--- config.mk ---
export PLATFORM = sky130hd
export DESIGN_NAME = sldd_decode
export DESIGN_NICKNAME = d
export VERILOG_FILES = /design/src/hdl/sldd_pkg.sv /design/src/hdl/sldd_decode.sv
export SDC_FILE = /design/constraint.sdc
export NUM_CORES = 1
export LEC_CHECK = 0
export BUFFER_PORTS_ARGS = -buffer_cell sky130_fd_sc_hd__buf_2
export CORE_UTILIZATION = 37
export DETAILED_ROUTE_END_ITERATION = 10
export HOLD_SLACK_MARGIN = 0.12
export PLACE_DENSITY = 0.75
export SETUP_SLACK_MARGIN = 0.02
export SLEW_MARGIN = 20
export SYNTH_ARGS = -nofsm -noshare
export SYNTH_HDL_FRONTEND = slang
export SYNTH_SLANG_ARGS = --single-unit
--- constraint.sdc ---
create_clock -name clock -period 1.4 [get_ports clock]
set_input_delay 0.28 -clock clock [delete_from_list [all_inputs] [get_ports clock]]
set_output_delay 0.28 -clock clock [all_outputs]
set_load 0.03 [all_outputs]
--- src/hdl/sldd_pkg.sv ---
// Package for the second-level directory entry decoder
package sldd_pkg;

    // Entry field positions
    localparam int BitRead = 0;
    localparam int BitWrite = 1;
    localparam int BitExec = 2;
    localparam int ExtTypeLo = 3;
    localparam int ExtTypeHi = 5;
    localparam int BitIgnAttr = 6;
    localparam int BitPageSize = 7;
    localparam int BitAccessed = 8;
    localparam int BitSnoop = 11;
    localparam int LargeAddrLo = 21;
    localparam int TableAddrLo = 12;
    localparam int ReservedHi = 51;
    localparam int BitRsvd62 = 62;
    localparam int DefaultHostAddrWidth = 48;

    // Mode encodings
    localparam logic [1:0] TableModeLegacy = 2'h0;
    localparam logic [2:0] XlateSecondOnly = 3'h2;
    localparam logic [2:0] XlateNested = 3'h3;

    // Memory type codes
    localparam logic [2:0] MemUc = 3'h0;
    localparam logic [2:0] MemWc = 3'h1;
    localparam logic [2:0] MemWt = 3'h4;
    localparam logic [2:0] MemWp = 3'h5;
    localparam logic [2:0] MemWb = 3'h6;

    // Reset values
    localparam logic [63:0] ResetAddr = 64'h0;
    localparam logic [2:0] ResetMemType = 3'h0;

    // Request to the decoder
    typedef struct packed {
        logic [63:0] entry;
        logic firstLevel;
        logic wantRead;
        logic wantWrite;
        logic wantExec;
        logic zeroLength;
    } sldd_req_s;

    // Governing PASID-entry and capability settings
    typedef struct packed {
        logic ext_memory_type_enable;
        logic [1:0] table_mode_select;
        logic [2:0] translation_type;
        logic execute_enforce_enable;
        logic access_dirty_enable;
        logic zero_length_read_cap;
        logic large_page_support;
        logic coherentDevice;
        logic withPasid;
    } sldd_cfg_s;

    // Decoded result
    typedef struct packed {
        logic isLargePage;
        logic [63:0] addr;
        logic permRead;
        logic permWrite;
        logic permExec;
        logic transFault;
        logic rsvdFault;
        logic memTypeValid;
        logic [2:0] memType;
        logic useAttrTable;
        logic accessedSeen;
    } sldd_rsp_s;

endpackage

--- src/hdl/sldd_decode.sv ---
// Second-level directory entry decoder with walk permission accumulation
// -----------------------------------------------------------------------------
// -----------------------------------------------------------------------------
`timescale 1ns/10ps

module sldd_decode
    import sldd_pkg::*;
#(
    parameter int host_address_width = DefaultHostAddrWidth,
    parameter bit snoopControlCap = 1'b0
)
(
    // Clock and reset
    input wire logic clock,
    input wire logic reset,
    // Request
    input wire logic reqValid,
    input sldd_req_s req,
    input sldd_cfg_s cfg,
    // Result
    output logic rspValid,
    output sldd_rsp_s rsp
);

    // -------------------------------------------------------------------------
    // Helpers
    // -------------------------------------------------------------------------
    function automatic logic memTypeReserved(input logic [2:0] code);
        unique case (code)
            MemUc, MemWc, MemWt, MemWp, MemWb: memTypeReserved = 1'b0;
            default: memTypeReserved = 1'b1;
        endcase
    endfunction

    function automatic logic [63:0] addrMask(input int lo);
        logic [63:0] m;
        m = '0;
        for (int i = 0; i < 64; i++)
        begin
            if (i >= lo && i < host_address_width)
            begin
                m[i] = 1'b1;
            end
        end
        return m;
    endfunction

    localparam logic [63:0] LargeMask = addrMask(LargeAddrLo);
    localparam logic [63:0] TableMask = addrMask(TableAddrLo);

    // -------------------------------------------------------------------------
    // Combinational decode
    // -------------------------------------------------------------------------
    sldd_rsp_s rspD;
    logic rspValidD;
    logic accReadQ, accWriteQ, accExecQ;
    logic accReadD, accWriteD, accExecD;
    logic [63:0] e;
    logic isLarge;
    logic extOn;
    logic rsvdHit;
    logic pRead, pWrite, pExec;
    logic readCheck;

    always_comb
    begin
        e = req.entry;
        rsvdHit = 1'b0;
        // Large page only when supported; otherwise bit 7 is a reserved fault
        isLarge = e[BitPageSize] && cfg.large_page_support;
        if (e[BitPageSize] && !cfg.large_page_support)
        begin
            rsvdHit = 1'b1;
        end
        extOn = cfg.ext_memory_type_enable && (cfg.table_mode_select != TableModeLegacy);
        // Common reserved bits: 62 and 51 down to the address width
        if (e[BitRsvd62])
        begin
            rsvdHit = 1'b1;
        end
        for (int i = 0; i <= ReservedHi; i++)
        begin
            if (i >= host_address_width && e[i])
            begin
                rsvdHit = 1'b1;
            end
        end
        if (isLarge)
        begin
            // Bits 20:12 reserved in the large-page form
            for (int i = TableAddrLo; i < LargeAddrLo; i++)
            begin
                if (e[i])
                begin
                    rsvdHit = 1'b1;
                end
            end
            if (!snoopControlCap && e[BitSnoop])
            begin
                rsvdHit = 1'b1;
            end
        end
        else if (e[BitSnoop])
        begin
            rsvdHit = 1'b1;
        end

        // Entry-level permissions; execute only enforced when enabled
        pRead = e[BitRead];
        pWrite = e[BitWrite];
        pExec = e[BitExec] || !cfg.execute_enforce_enable;

        // Walk accumulation restarts on the first entry of a walk
        accReadD = req.firstLevel ? pRead : (accReadQ && pRead);
        accWriteD = req.firstLevel ? pWrite : (accWriteQ && pWrite);
        accExecD = req.firstLevel ? pExec : (accExecQ && pExec);
        if (!reqValid)
        begin
            accReadD = accReadQ;
            accWriteD = accWriteQ;
            accExecD = accExecQ;
        end

        // Zero-length reads bypass the read check when write or execute is granted
        readCheck = req.wantRead;
        if (cfg.zero_length_read_cap && req.zeroLength && (accWriteD || accExecD))
        begin
            readCheck = 1'b0;
        end

        rspD = '0;
        rspD.isLargePage = isLarge;
        rspD.addr = isLarge ? (e & LargeMask) : (e & TableMask);
        rspD.permRead = accReadD;
        rspD.permWrite = accWriteD;
        rspD.permExec = accExecD;
        rspD.transFault = (readCheck && !accReadD) || (req.wantWrite && !accWriteD)
            || (req.wantExec && !accExecD);

        // Memory type applies only for second-level-only or nested from coherent devices
        if (isLarge && extOn && cfg.coherentDevice
            && (cfg.translation_type == XlateSecondOnly || cfg.translation_type == XlateNested))
        begin
            rspD.memTypeValid = 1'b1;
            rspD.memType = e[ExtTypeHi:ExtTypeLo];
            if (memTypeReserved(e[ExtTypeHi:ExtTypeLo]))
            begin
                rspD.memTypeValid = 1'b0;
                rsvdHit = 1'b1;
            end
        end
        else
        begin
            rspD.memType = ResetMemType;
        end

        // Attribute table used by default; bit 6 only counts for nested PASID coherent requests
        rspD.useAttrTable = 1'b1;
        if (isLarge && extOn && cfg.coherentDevice && cfg.withPasid && cfg.translation_type == XlateNested)
        begin
            rspD.useAttrTable = !e[BitIgnAttr];
        end

        rspD.accessedSeen = cfg.access_dirty_enable && e[BitAccessed];
        rspD.rsvdFault = rsvdHit;
        rspValidD = reqValid;
        // Result holds between requests
        if (!reqValid)
        begin
            rspD = rsp;
        end
    end

    // -------------------------------------------------------------------------
    // Registers
    // -------------------------------------------------------------------------
    always_ff @(posedge clock or posedge reset)
    begin
        if (reset)
        begin
            rspValid <= 1'b0;
            rsp <= '0;
            accReadQ <= 1'b1;
            accWriteQ <= 1'b1;
            accExecQ <= 1'b1;
        end
        else
        begin
            rspValid <= rspValidD;
            rsp <= rspD;
            accReadQ <= accReadD;
            accWriteQ <= accWriteD;
            accExecQ <= accExecD;
        end
    end

    // -------------------------------------------------------------------------
    // Checks
    // -------------------------------------------------------------------------
    a_large_select: assert property (@(posedge clock) disable iff (reset)
        reqValid |=> rspValid && rsp.isLargePage == $past(req.entry[BitPageSize] && cfg.large_page_support))
        else $error("page size decode wrong");
    a_ps_reserved: assert property (@(posedge clock) disable iff (reset)
        reqValid && req.entry[BitPageSize] && !cfg.large_page_support |=> rsp.rsvdFault && !rsp.isLargePage)
        else $error("unsupported page size not faulted");
    a_write_deny: assert property (@(posedge clock) disable iff (reset)
        reqValid && !req.entry[BitWrite] && req.wantWrite |=> !rsp.permWrite && rsp.transFault)
        else $error("write not denied");
    a_read_deny: assert property (@(posedge clock) disable iff (reset)
        reqValid && !req.entry[BitRead] && req.wantRead && !req.zeroLength |=> rsp.transFault)
        else $error("read not denied");
    a_exec_deny: assert property (@(posedge clock) disable iff (reset)
        reqValid && cfg.execute_enforce_enable && !req.entry[BitExec] |=> !rsp.permExec)
        else $error("execute not denied");
    a_zero_len_skip: assert property (@(posedge clock) disable iff (reset)
        reqValid && req.firstLevel && cfg.zero_length_read_cap && req.zeroLength && req.entry[BitWrite]
        && req.wantRead && !req.wantWrite && !req.wantExec |=> !rsp.transFault)
        else $error("zero-length read faulted");
    a_table_addr: assert property (@(posedge clock) disable iff (reset)
        reqValid && !req.entry[BitPageSize] |=> rsp.addr == ($past(req.entry) & TableMask))
        else $error("table address wrong");
    a_page_addr: assert property (@(posedge clock) disable iff (reset)
        reqValid && req.entry[BitPageSize] && cfg.large_page_support
        |=> rsp.addr == ($past(req.entry) & LargeMask))
        else $error("page address wrong");
    a_walk_and: assert property (@(posedge clock) disable iff (reset)
        reqValid && !req.entry[BitRead] ##1 reqValid && !req.firstLevel && req.entry[BitRead] |=> !rsp.permRead)
        else $error("walk permission not accumulated");
    a_accessed_off: assert property (@(posedge clock) disable iff (reset)
        reqValid && !cfg.access_dirty_enable |=> !rsp.accessedSeen)
        else $error("accessed bit not ignored");
    a_memtype_reserved: assert property (@(posedge clock) disable iff (reset)
        rspValid && rsp.memTypeValid |-> !memTypeReserved(rsp.memType))
        else $error("reserved memory type reported");
    a_attr_default: assert property (@(posedge clock) disable iff (reset)
        reqValid && cfg.table_mode_select == TableModeLegacy |=> rsp.useAttrTable && !rsp.memTypeValid)
        else $error("legacy mode used entry memory attributes");

endmodule

# Word-level counts from Yosys, hierarchy flattened
# Cells that the tools add are included.
[word_totals]
register_bits = 64
input_bits = 84
[classes]
n_reduce_logical = 31
n_mux = 34
eq_ne = 6
[ops]
columns = ["op", "n"]
rows = [
  ["$mux W1", 32],
  ["$mux W21", 1],
  ["$logic_and A1 B1 Y1", 17],
  ["$eq A3 B3 Y1 const B", 3],
  ["$eq A3 B2 Y1 const B", 2],
  ["$logic_not A1 Y1", 6],
  ["$logic_or A1 B1 Y1", 5],
  ["$reduce_or A5 Y1", 1],
  ["$eq A3 B1 Y1 const B", 1],
  ["$logic_not A3 Y1", 1],
  ["$mux W3", 1],
  ["$reduce_bool A2 Y1", 1],
]

# Logic depth before layout (Yosys ltp)
# Gate-level depths: netlist of the first run.
[logic_depth]
ltp_word = 21
depth_mapped = 5
ltp_nobuf = 4

# Worst setup path before layout of the first run
# Ideal clock, no wire load.
[synth_timing]
path_type = "input -> register"
from = "input port reqValid"
to = "register rsp[7] (netlist bit)"
path_stages = 5
arrival_time_ps = 1129
setup_time_ps = 84
path_buffers = 1
slack_ps = 187
cell_sequence = "buf_6 a21oi_4 o22ai_1 a311o_1 a41oi_2"
[synth_via]
elab_chain_len = 7
elab_cells_between_ends = 14
classes_between = "4 x mux; 10 x reduce/logical"
[synth_lines]
columns = ["element", "line", "text"]
rows = [
  ["start: declaration", "sldd_decode.sv:17", "input wire logic reqValid,"],
  ["$mux W1", "sldd_decode.sv:117", "if (!reqValid)"],
  ["$logic_or A1 B1 Y1", "sldd_decode.sv:126", "if (cfg.zero_length_read_cap && req.zeroLength && (accWriteD || accExecD))"],
  ["$logic_and A1 B1 Y1", "sldd_decode.sv:126", ""],
  ["$mux W1", "sldd_decode.sv:126", ""],
  ["$logic_and A1 B1 Y1", "sldd_decode.sv:137", "rspD.transFault = (readCheck && !accReadD) || (req.wantWrite && !accWriteD)"],
  ["$logic_or A1 B1 Y1", "sldd_decode.sv:137", ""],
  ["$logic_or A1 B1 Y1", "sldd_decode.sv:138", "|| (req.wantExec && !accExecD);"],
  ["end signal: assignment", "sldd_decode.sv:190", "rsp <= rspD;"],
  ["end: declaration", "sldd_decode.sv:22", "output sldd_rsp_s rsp"],
]
# Parallel ways exist; a longest one is shown, timed or not.
# A chain may end at the register's enable or synchronous reset.

# Worst setup path in the final report of the first run
[layout_timing]
from = "register accExecQ"
to = "register rsp[7] (netlist bit)"
[layout_via]
elab_chain_len = 9
elab_cells_between_ends = 11
classes_between = "3 x mux; 8 x reduce/logical"
[layout_lines]
columns = ["element", "line", "text"]
rows = [
  ["start: declaration", "sldd_decode.sv:56", "logic accReadQ, accWriteQ, accExecQ;"],
  ["start signal: assignment", "sldd_decode.sv:185", "accExecQ <= 1'b1;"],
  ["start signal: assignment", "sldd_decode.sv:193", "accExecQ <= accExecD;"],
  ["$logic_and A1 B1 Y1", "sldd_decode.sv:116", "accExecD = req.firstLevel ? pExec : (accExecQ && pExec);"],
  ["$mux W1", "sldd_decode.sv:116", ""],
  ["$mux W1 *", "sldd_decode.sv:117", ""],
  ["$logic_or A1 B1 Y1", "sldd_decode.sv:126", ""],
  ["$logic_and A1 B1 Y1", "sldd_decode.sv:126", ""],
  ["$mux W1", "sldd_decode.sv:126", ""],
  ["$logic_and A1 B1 Y1", "sldd_decode.sv:137", ""],
  ["$logic_or A1 B1 Y1", "sldd_decode.sv:137", ""],
  ["$logic_or A1 B1 Y1 *", "sldd_decode.sv:138", ""],
]
# Every way passes the cells marked *; elsewhere a longest branch is shown, timed or not.

==> results of run 1 <==
==> timing repair <==
item / in CTS / in global routing
buffers inserted: 0 / 0
hold endpoints to repair: 49 / 0
hold buffers: 1 / 0
==> worst register-to-register path: stages, from the launching register on <==
cell and delay, ns:
dfstp_2 0.40, a21oi_4 0.12, o22ai_1 0.09, a311o_1 0.36, a41oi_2 0.18
==> flip-flops by register name (all words and copies together), names as in the netlist <==
| signal | flops |
|---|---|
| rsp | 48 |
| rspValid | 1 |
| accReadQ | 1 |
| accExecQ | 1 |
| accWriteQ | 1 |
==> cell usage after synthesis, drive strengths merged (3+ instances only) <==
cell type   n
mux2       27
buf        34
a21oi       4
nand3       6
dfrtp      49
nor2        7
o21ai      21
inv        24
nand2      11
dfstp       3
==> cells by family (layout without fill, tap and decap cells) <==
logic type / count (synthesis) / count (layout)
buf+inv: 60 / 163
flops: 52 / 52
compound gates: 34 / 34
simple gates: 34 / 34
mux: 28 / 28
other cells: 1 / 28
==> cells in the final DEF (no fill, tap or decap), drive strengths merged <==
master and count:
a21oi 4, nor4b 1, nor2 7, nand3 6, inv 23, nor4 2, clkbuf 8, a31o 1
and2b 1, a41oi 1, and2 1, mux2i 1, nand2 11, nor3 2, o221ai 1, a311o 1
and3b 1, buf 130, dlygate4sd3 1, clkinvlp 1, o22ai 1, mux2 27, nand4b 1, and3 1
dfrtp 49, o211ai 2, dfstp 3, o21ai 21, conb 28, a31oi 2
==> metal layers <==
metal,part of all wire,global-route usage
met4,0.0047,0.0474
met2,0.48,0.254
met3,0.11,0.0538
met1,0.41,0.165
met5,0,0
==> layout make-up <==
type                    instances  share of cell area
repair buffers                131               0.229
clock buffers                   8              0.0290
flip-flops and latches         52               0.420
well taps                      75              0.0302
multi-input cells             124               0.261
inverters                      24              0.0302
==> report_power, final <==
part	internal (mW)	switching [mW]	leakage, nW	total, mW
combinational	0.299	0.574	0.938	0.873
clock	0.404	0.442	0.0455	0.846
sequential	1.64	0.0672	0.619	1.71
total	2.34	1.08	1.60	3.43
==> metrics by stage <==
stage / instances / power (mW) / hold slack [ns] / util
after floorplan: 236 / 2.38 / 0.311 / -
after global routing: 414 / 3.63 / 0.192 / 0.513
after global placement: 405 / 2.60 / 0.371 / 0.496
final: 414 / 3.43 / 0.208 / 0.513
after detailed placement: 405 / 2.62 / 0.371 / 0.496
after CTS: 414 / 3.49 / 0.192 / 0.513
==> path summary, 6_finish.rpt <==
kind | slack (ns) | to | cells past startpoint
min in group asynchronous | 0.60 | rsp[31]$_DFFE_PP0P_ | 4
hold / removal | 0.21 | rsp[25]$_DFFE_PP0P_ | 3
setup reg to reg | 0.18 | rsp[7]$_DFFE_PP0P_ | 4
hold reg to reg | 0.50 | rsp[51]$_DFFE_PP0P_ | 1
max in group asynchronous | 0.50 | accExecQ$_DFF_PP1_ | 4
setup / recovery | 0.18 | rsp[7]$_DFFE_PP0P_ | 4
==> run_results.csv, run 1 <==
group,metric,value,unit
synthesis,synth.distinct_cells,31,
synthesis,syn_area,2380,µm²
timing,fmax,818,MHz
synthesis,avgSynthCellArea,11.4,µm²
floorplanning,core_area,6060,µm²
timing,period_share,0.873,
timing,rsz0062_at_grt,"false",
timing,slew_violations,0,
global_route,grt_pass1_vias,1724,
synthesis,synth-simple-area-share,0.0705,
clock_tree,cts_tree,"done",
clock_tree,htree_levels,2,
synthesis,synth.area.top_cells,"dfrtp_1, mux2_2, buf_4",
finish,fin_area,3110,µm²
timing,finalSetupViolCount,0,
synthesis,synthAdderAreaFrac,0,
setup_path,crit_fanout,2,
setup_path,crit_buf_inv,0,
synthesis,muxShareOfSynthArea,0.132,
synthesis,synth-edff-count,0,
drt,drtPass1Iterations,4,
power,vdd_drop_max,0.000548,V
synthesis,ys_seq_area_frac,0.549,
clock_tree,post_cts_resized,0,
run,cap_violations,0,
setup_path,crit_start,"accExecQ$_DFF_PP1_",
synthesis,ys_warn_count,0,
clock_tree,clock_path_buffers,2,
placed_design,dpl.hpwl,3820,µm
timing,setup_slack,0.177,ns
finish,final_nets,422,
setup_path,cpPeakStageDelay,0.40,ns
placed_design,dp_slack,-0.0492,ns
floorplanning,die-area,6750,µm²
drt,drc,0,
setup_path,cp_top_family,"compound AO/OA/AOI/OAI gates",
finish,antenna_cells,0,
synthesis,synth_top_area_cell,"dfrtp_1",
floorplanning,initial_core_util,0.392,
floorplanning,row_count,28,
synthesis,ys.flop_type,"dfrtp_1",
hold_path,hp-start,"req[19]",
placed_design,dpl_cell_area,3010,µm²
setup_path,crit_chain,"a21oi_4 -> o22ai_1 -> a311o_1 -> a41oi_2",
clock_tree,clk_latency,0.29,ns
finish,multi_input_area,812,µm²
floorplanning,io_pins,161,
clock_tree,clkTransAtPathRegs,0.09,ns
timing,fin_skew,0.00375,ns
placed_design,place.gp.congestion,0.767,
global_route,grt_max_degree,53,
global_route,grt_overflow,0,
synthesis,synth_compound_area_frac,0.0947,
setup_path,cp.arrival,1.44,ns
floorplanning,die_height,82.2,µm
drt,drt-total-wl,4880,µm
finish,area_growth,30.7,%
hold_path,hold_path_class,"in -> reg",
setup_path,crit_required,1.61,ns
timing,fin_crit,1.22,ns
outcome,status,"complete, no violations",
timing,finalHoldViolCount,0,
floorplanning,fp.dieW,82.2,µm
global_route,grt_pass1_wl,7430,µm
setup_path,critPathLaunchType,"flop",
synthesis,ys_seq_elements,52,
clock_tree,cts-root-buf,"clkbuf_8",
power,powerDensity,1100,nW/µm²
setup_path,crit_path_top_delay_cell,"dfstp_2",
drt,drt_iter0_drc,42,
drt,via_per_inst,4.47,
setup_path,critical_path.endpoint_type,"flop",
synthesis,async_flop_share,1.00,
synthesis,synth_top_area_share,0.516,
clock_tree,cts.sinks,52,
timing,fin_setup_tns,0,ns
finish,drive_above_1_share,0.507,
global_route,grtUsageTotal,0.146,
synthesis,synth_top_family_by_area,"buffers and inverters",
setup_path,path_class,"reg -> reg",
synthesis,synth-xor-area-share,0,
setup_path,r2r_start,"accExecQ$_DFF_PP1_",
placed_design,io_buffers,119,
power,leakage,1.60,nW
finish,final-seq-area,1310,µm²
global_route,antenna_found_initial,0,
clock_tree,cts-buffers-inserted,5,
drt,via_count,1850,
synthesis,synth_cells,209,
drt,ant_nets,0,
drt,drt-wirelength-per-cell,11.8,µm
finish,num-fill-cells,570,
No activity file was read; power rests on OpenSTA's default activity.
==> run 2, diff against run 1 <==
==> constraint.sdc (replaced) <==
create_clock -name clock -period 1.4 [get_ports clock]
set_input_delay 0.21 -clock clock [delete_from_list [all_inputs] [get_ports clock]]
set_output_delay 0.21 -clock clock [all_outputs]
set_load 0.03 [all_outputs]
==> run 2 against run 1 <==
  * Maximum frequency hardly changed
  * Worst setup slack better by 0.00078 ns
  * Sequential power hardly changed
  * Cell area is 0.56% lower
  * Register-to-register slack hardly changed
  * Clock-buffer cell count is 2 lower
  * Routed wire length is 2.4% higher
  * First-iteration DRC count is 12% lower
==> run_results.csv, run 2 (synthesized netlist as in run 1, its figures left out) <==
group,metric,value,unit
global_route,grt_pass1_wl,7520,µm
setup_path,critical_path.endpoint_type,"flop",
power,vdd_drop_max,0.000648,V
finish,final_nets,419,
floorplanning,die-area,6750,µm²
run,cap_violations,0,
clock_tree,cts_tree,"done",
timing,finalHoldViolCount,0,
power,clockPowerShare,0.278,
power,swShare,0.309,
hold_path,hold_path_class,"in -> reg",
drt,drt-total-wl,4990,µm
timing,rsz0062_at_grt,"false",
placed_design,place.gp.congestion,0.746,
drt,drtPass1Iterations,4,
finish,multi_input_area,812,µm²
power,leakage,1.59,nW
floorplanning,die_height,82.2,µm
clock_tree,cts-root-buf,"clkbuf_8",
power,power,3.56,mW
finish,area_growth,29.9,%
floorplanning,core_area,6060,µm²
timing,period_share,0.873,
setup_path,worst-r2r-setup-slack,0.18,ns
setup_path,path_class,"reg -> reg",
finish,antenna_cells,0,
timing,fin_setup_tns,0,ns
global_route,grt_max_degree,53,
timing,setup_slack,0.178,ns
drt,via_per_inst,4.48,
finish,drive_above_1_share,0.506,
clock_tree,cts-buffers-inserted,5,
floorplanning,row_count,28,
timing,slew_violations,0,
power,pwr-share-comb,0.243,
timing,finalSetupViolCount,0,
setup_path,critPathLaunchType,"flop",
placed_design,dp_slack,-0.0234,ns
power,p_sw,1.10,mW
drt,drt-wirelength-per-cell,12.2,µm
setup_path,crit_required,1.62,ns
global_route,antenna_found_initial,0,
finish,final_cell_mix,"buf_2, dfrtp_1, conb_1, mux2_2, inv_1",
placed_design,io_buffers,119,
setup_path,cp.arrival,1.44,ns
floorplanning,io_pins,161,
clock_tree,cts.sinks,52,
timing,hold_ws,0.136,ns
placed_design,dpl.hpwl,3840,µm
power,p_seq_frac,0.480,
clock_tree,clock_path_buffers,2,
clock_tree,clkTransAtPathRegs,0.09,ns
finish,final_common_cell,"buf_2",
clock_tree,htree_levels,2,
drt,drt_iter0_drc,37,
clock_tree,clk_latency,0.29,ns
drt,ant_nets,0,
drt,drc,0,
timing,fin_crit,1.22,ns
floorplanning,fp.dieW,82.2,µm
global_route,grt_overflow,0,
drt,via_count,1843,
clock_tree,post_cts_resized,0,
finish,num-fill-cells,559,
power,p_int,2.46,mW
global_route,grtUsageTotal,0.149,
floorplanning,initial_core_util,0.392,
finish,final_core_util,0.510,
power,powerDensity,1150,nW/µm²
global_route,grt_pass1_vias,1637,
finish,final-seq-area,1310,µm²
setup_path,crit_fanout,3,
timing,fin_skew,0.00310,ns
outcome,status,"complete, no violations",
finish,top_register,"rsp",
timing,fmax,818,MHz
finish,largest_register_ffs,48,
## run 2: worst paths after layout
check,cells after the start,start,to
max in group asynchronous,4,reset,accWriteQ$_DFF_PP1_
max reg2reg,4,accExecQ$_DFF_PP1_,rsp[7]$_DFFE_PP0P_
max,4,accExecQ$_DFF_PP1_,rsp[7]$_DFFE_PP0P_
min in group asynchronous,4,reset,rsp[42]$_DFFE_PP0P_
min reg2reg,1,rsp[41]$_DFFE_PP0P_,rsp[41]$_DFFE_PP0P_
min,3,req[23],rsp[29]$_DFFE_PP0P_
## run 2: power by group through the flow
stage	Clock, mW	Combinational [mW]	Sequential, mW
2_1_floorplan	0	0.384	1.99
3_3_place_gp	0	0.854	1.73
3_5_place_dp	0	0.869	1.74
4_1_cts	1.04	0.872	1.71
5_1_grt	1.09	0.935	1.73
6_report	0.989	0.864	1.71
## run 2: stage by stage
step / instance area (µm²) / std cells
2_1_floorplan: 2480 / 236
3_3_place_gp: 2970 / 402
3_5_place_dp: 2970 / 402
4_1_cts: 3090 / 411
5_1_grt: 3090 / 411
6_report: 3090 / 411
## run 2: worst max-delay path, stage by stage, from the launching register on
cell     delay, ns
dfstp_2       0.39
a21oi_4       0.12
o22ai_1       0.10
a311o_1       0.36
a41oi_2       0.19
## run 2: area by class of cell
type                    instances  share of cell area
clock inverters                 2              0.0113
multi-input cells             124               0.263
flip-flops and latches         52               0.422
clock buffers                   6              0.0235
inverters                      24              0.0304
repair buffers                128               0.219
well taps                      75              0.0304
## run 2: routing by layer
layer / wire, µm / up-vias / track usage
met1: 2090 / 847 / 0.181
met4: 29 / 0 / 0.0474
met5: 0 / - / 0
li1: - / 887 / -
met2: 2360 / 105 / 0.246
met3: 522 / 4 / 0.0516
## run 2: repair_timing
item,CTS,global route
hold buffers,1,0
endpoints found under the hold margin,49,0
setup buffers,0,0
==> run 3, diff against run 2 <==
--- a/config.mk
+++ b/config.mk
@@ -10,6 +10,7 @@
 export DETAILED_ROUTE_END_ITERATION = 10
 export HOLD_SLACK_MARGIN = 0.12
 export PLACE_DENSITY = 0.75
+export RECOVER_POWER = 100
 export SETUP_SLACK_MARGIN = 0.02
 export SLEW_MARGIN = 20
 export SYNTH_ARGS = -nofsm -noshare
==> run 3 against run 2 <==
  * Clock power is essentially flat
  * Register-to-register slack lost 0.04 ns
  * Critical path depth is the same
  * Via count shrank 1.5%
  * Clock skew shrank 0.00082 ns
  * Maximum frequency shrank 3.3%
  * Power shrank 1.3%
  * Sequential share of layout area grew 1.3 points
  * Worst hold slack gained 0.0038 ns
  * Critical endpoint unchanged
  * Non-clock buffer count is the same
  * Combinational power shrank 5.6%
==> run_results.csv, run 3 (synthesized netlist as in run 1, its figures left out) <==
group,metric,value,unit
finish,final_cell_mix,"buf_2, clkbuf_1, dfrtp_1, conb_1, mux2_2",
finish,fin_area,3000,µm²
drt,drc,0,
setup_path,reg2reg_to,"rsp[7]$_DFFE_PP0P_",
floorplanning,io_pins,161,
finish,drive_above_1_share,0.345,
setup_path,crit_fanout,3,
setup_path,crit_start,"accExecQ$_DFF_PP1_",
clock_tree,htree_levels,2,
timing,worst_pin_slew,0.697,ns
power,p_seq_frac,0.486,
placed_design,place.gp.congestion,0.746,
placed_design,dpl.hpwl,3840,µm
floorplanning,row_count,28,
timing,setup_slack,0.136,ns
timing,relSlewSlack,0.535,
finish,antenna_cells,0,
setup_path,r2r_start,"accExecQ$_DFF_PP1_",
drt,drt_iter0_drc,31,
floorplanning,core_area,6060,µm²
setup_path,cp.arrival,1.48,ns
finish,final_nets,419,
power,power,3.52,mW
clock_tree,clock_path_buffers,2,
power,pwr-share-comb,0.232,
finish,num-fill-cells,595,
clock_tree,cts-buffers-inserted,5,
clock_tree,cts_tree,"done",
floorplanning,die-area,6750,µm²
timing,rsz0062_at_grt,"false",
setup_path,worst-r2r-setup-slack,0.14,ns
timing,fin_skew,0.00228,ns
timing,fin_crit,1.26,ns
hold_path,holdPathStages,3,
setup_path,ff2ff_path_depth,4,
floorplanning,initial_core_util,0.392,
placed_design,dp.cells,402,
setup_path,path_class,"reg -> reg",
power,p_int,2.41,mW
drt,drt-wirelength-per-cell,12.2,µm
power,clockPowerShare,0.282,
drt,ant_nets,0,
run,cap_violations,0,
global_route,grt_pass1_vias,1637,
power,leakage,1.43,nW
global_route,grt_overflow,0,
power,vdd_drop_max,0.000648,V
drt,via_per_inst,4.42,
global_route,antenna_found_initial,0,
clock_tree,post_cts_resized,0,
setup_path,critical_path.endpoint_type,"flop",
finish,area_growth,26.0,%
placed_design,dpl_cell_area,2970,µm²
drt,via_count,1815,
timing,fin_setup_tns,0,ns
floorplanning,fp.dieW,82.2,µm
placed_design,io_buffers,119,
hold_path,hp-start,"req[23]",
power,p_sw,1.10,mW
finish,largest_register_ffs,48,
timing,finalSetupViolCount,0,
timing,fmax,791,MHz
hold_path,hold_end,"rsp[29]$_DFFE_PP0P_",
drt,drtPass1Iterations,4,
global_route,grtUsageTotal,0.149,
timing,finalHoldViolCount,0,
finish,multi_input_area,805,µm²
finish,final-seq-area,1310,µm²
hold_path,hold_path_class,"in -> reg",
timing,slew_violations,0,
power,swShare,0.314,
setup_path,crit_required,1.61,ns
drt,drt-total-wl,5010,µm
finish,final_common_cell,"buf_2",
outcome,status,"complete, no violations",
global_route,grt_max_degree,53,
clock_tree,cts.sinks,52,
floorplanning,die_height,82.2,µm
clock_tree,cts-root-buf,"clkbuf_8",
timing,period_share,0.903,
finish,final_cells,411,
clock_tree,clk_latency,0.29,ns
placed_design,dp_slack,-0.0234,ns
finish,top_register,"rsp",
clock_tree,clkTransAtPathRegs,0.09,ns
global_route,grt_pass1_wl,7520,µm
power,powerDensity,1170,nW/µm²
setup_path,critPathLaunchType,"flop",
[run 3: worst max-delay path, cell delays in order (launching register included)]
cell and delay (ns):
dfstp_1 0.39, a21oi_4 0.13, o22ai_1 0.10, a311o_1 0.36
a41oi_1 0.21
[run 3: power groups by stage]
stage	clock, mW	combinational (mW)	sequential (mW)
after floorplan	0	0.384	1.99
after global placement	0	0.854	1.73
after detailed placement	0	0.869	1.74
after CTS	1.04	0.872	1.71
after global routing	1.09	0.885	1.73
final	0.991	0.816	1.71
[run 3: timing repair]
action                    CTS  global route
setup buffers               0             0
hold buffers                1             0
hold endpoints to repair   49             0
[run 3: worst max path at each step]
| stage | to | slack [ns] | cells after the start |
|---|---|---|---|
| after floorplan | rsp[7]$_DFFE_PP0P_ | 0.24 | 4 |
| after global placement | rsp[7]$_DFFE_PP0P_ | 0.003 | 5 |
| after detailed placement | rsp[7]$_DFFE_PP0P_ | -0.02 | 5 |
| after CTS | rsp[7]$_DFFE_PP0P_ | 0.18 | 4 |
| after global routing | rsp[58]$_DFFE_PP0P_ | 0.06 | 4 |
| final | rsp[7]$_DFFE_PP0P_ | 0.14 | 4 |
[run 3: routing by layer]
metal | share of wire | GRT usage | vias up
met5 | 0 | 0 | -
met4 | 0.0044 | 0.0474 | 0
met3 | 0.094 | 0.0516 | 2
met2 | 0.47 | 0.246 | 93
met1 | 0.43 | 0.181 | 833
li1 | - | - | 887
[run 3: area by class of cell]
cell class | count | area share
clock buffer | 6 | 0.0242
clock inverter | 2 | 0.0117
inverter | 24 | 0.0313
multi-input combinational | 124 | 0.268
sequential | 52 | 0.435
tap | 75 | 0.0313
timing repair buffer | 128 | 0.197
[run 3: metrics by stage]
| step | util | hold slack (ns) |
|---|---|---|
| final | 0.494 | 0.139 |
| after floorplan | - | 0.241 |
| after global placement | 0.491 | 0.301 |
| after global routing | 0.494 | 0.127 |
| after detailed placement | 0.491 | 0.301 |
| after CTS | 0.510 | 0.120 |
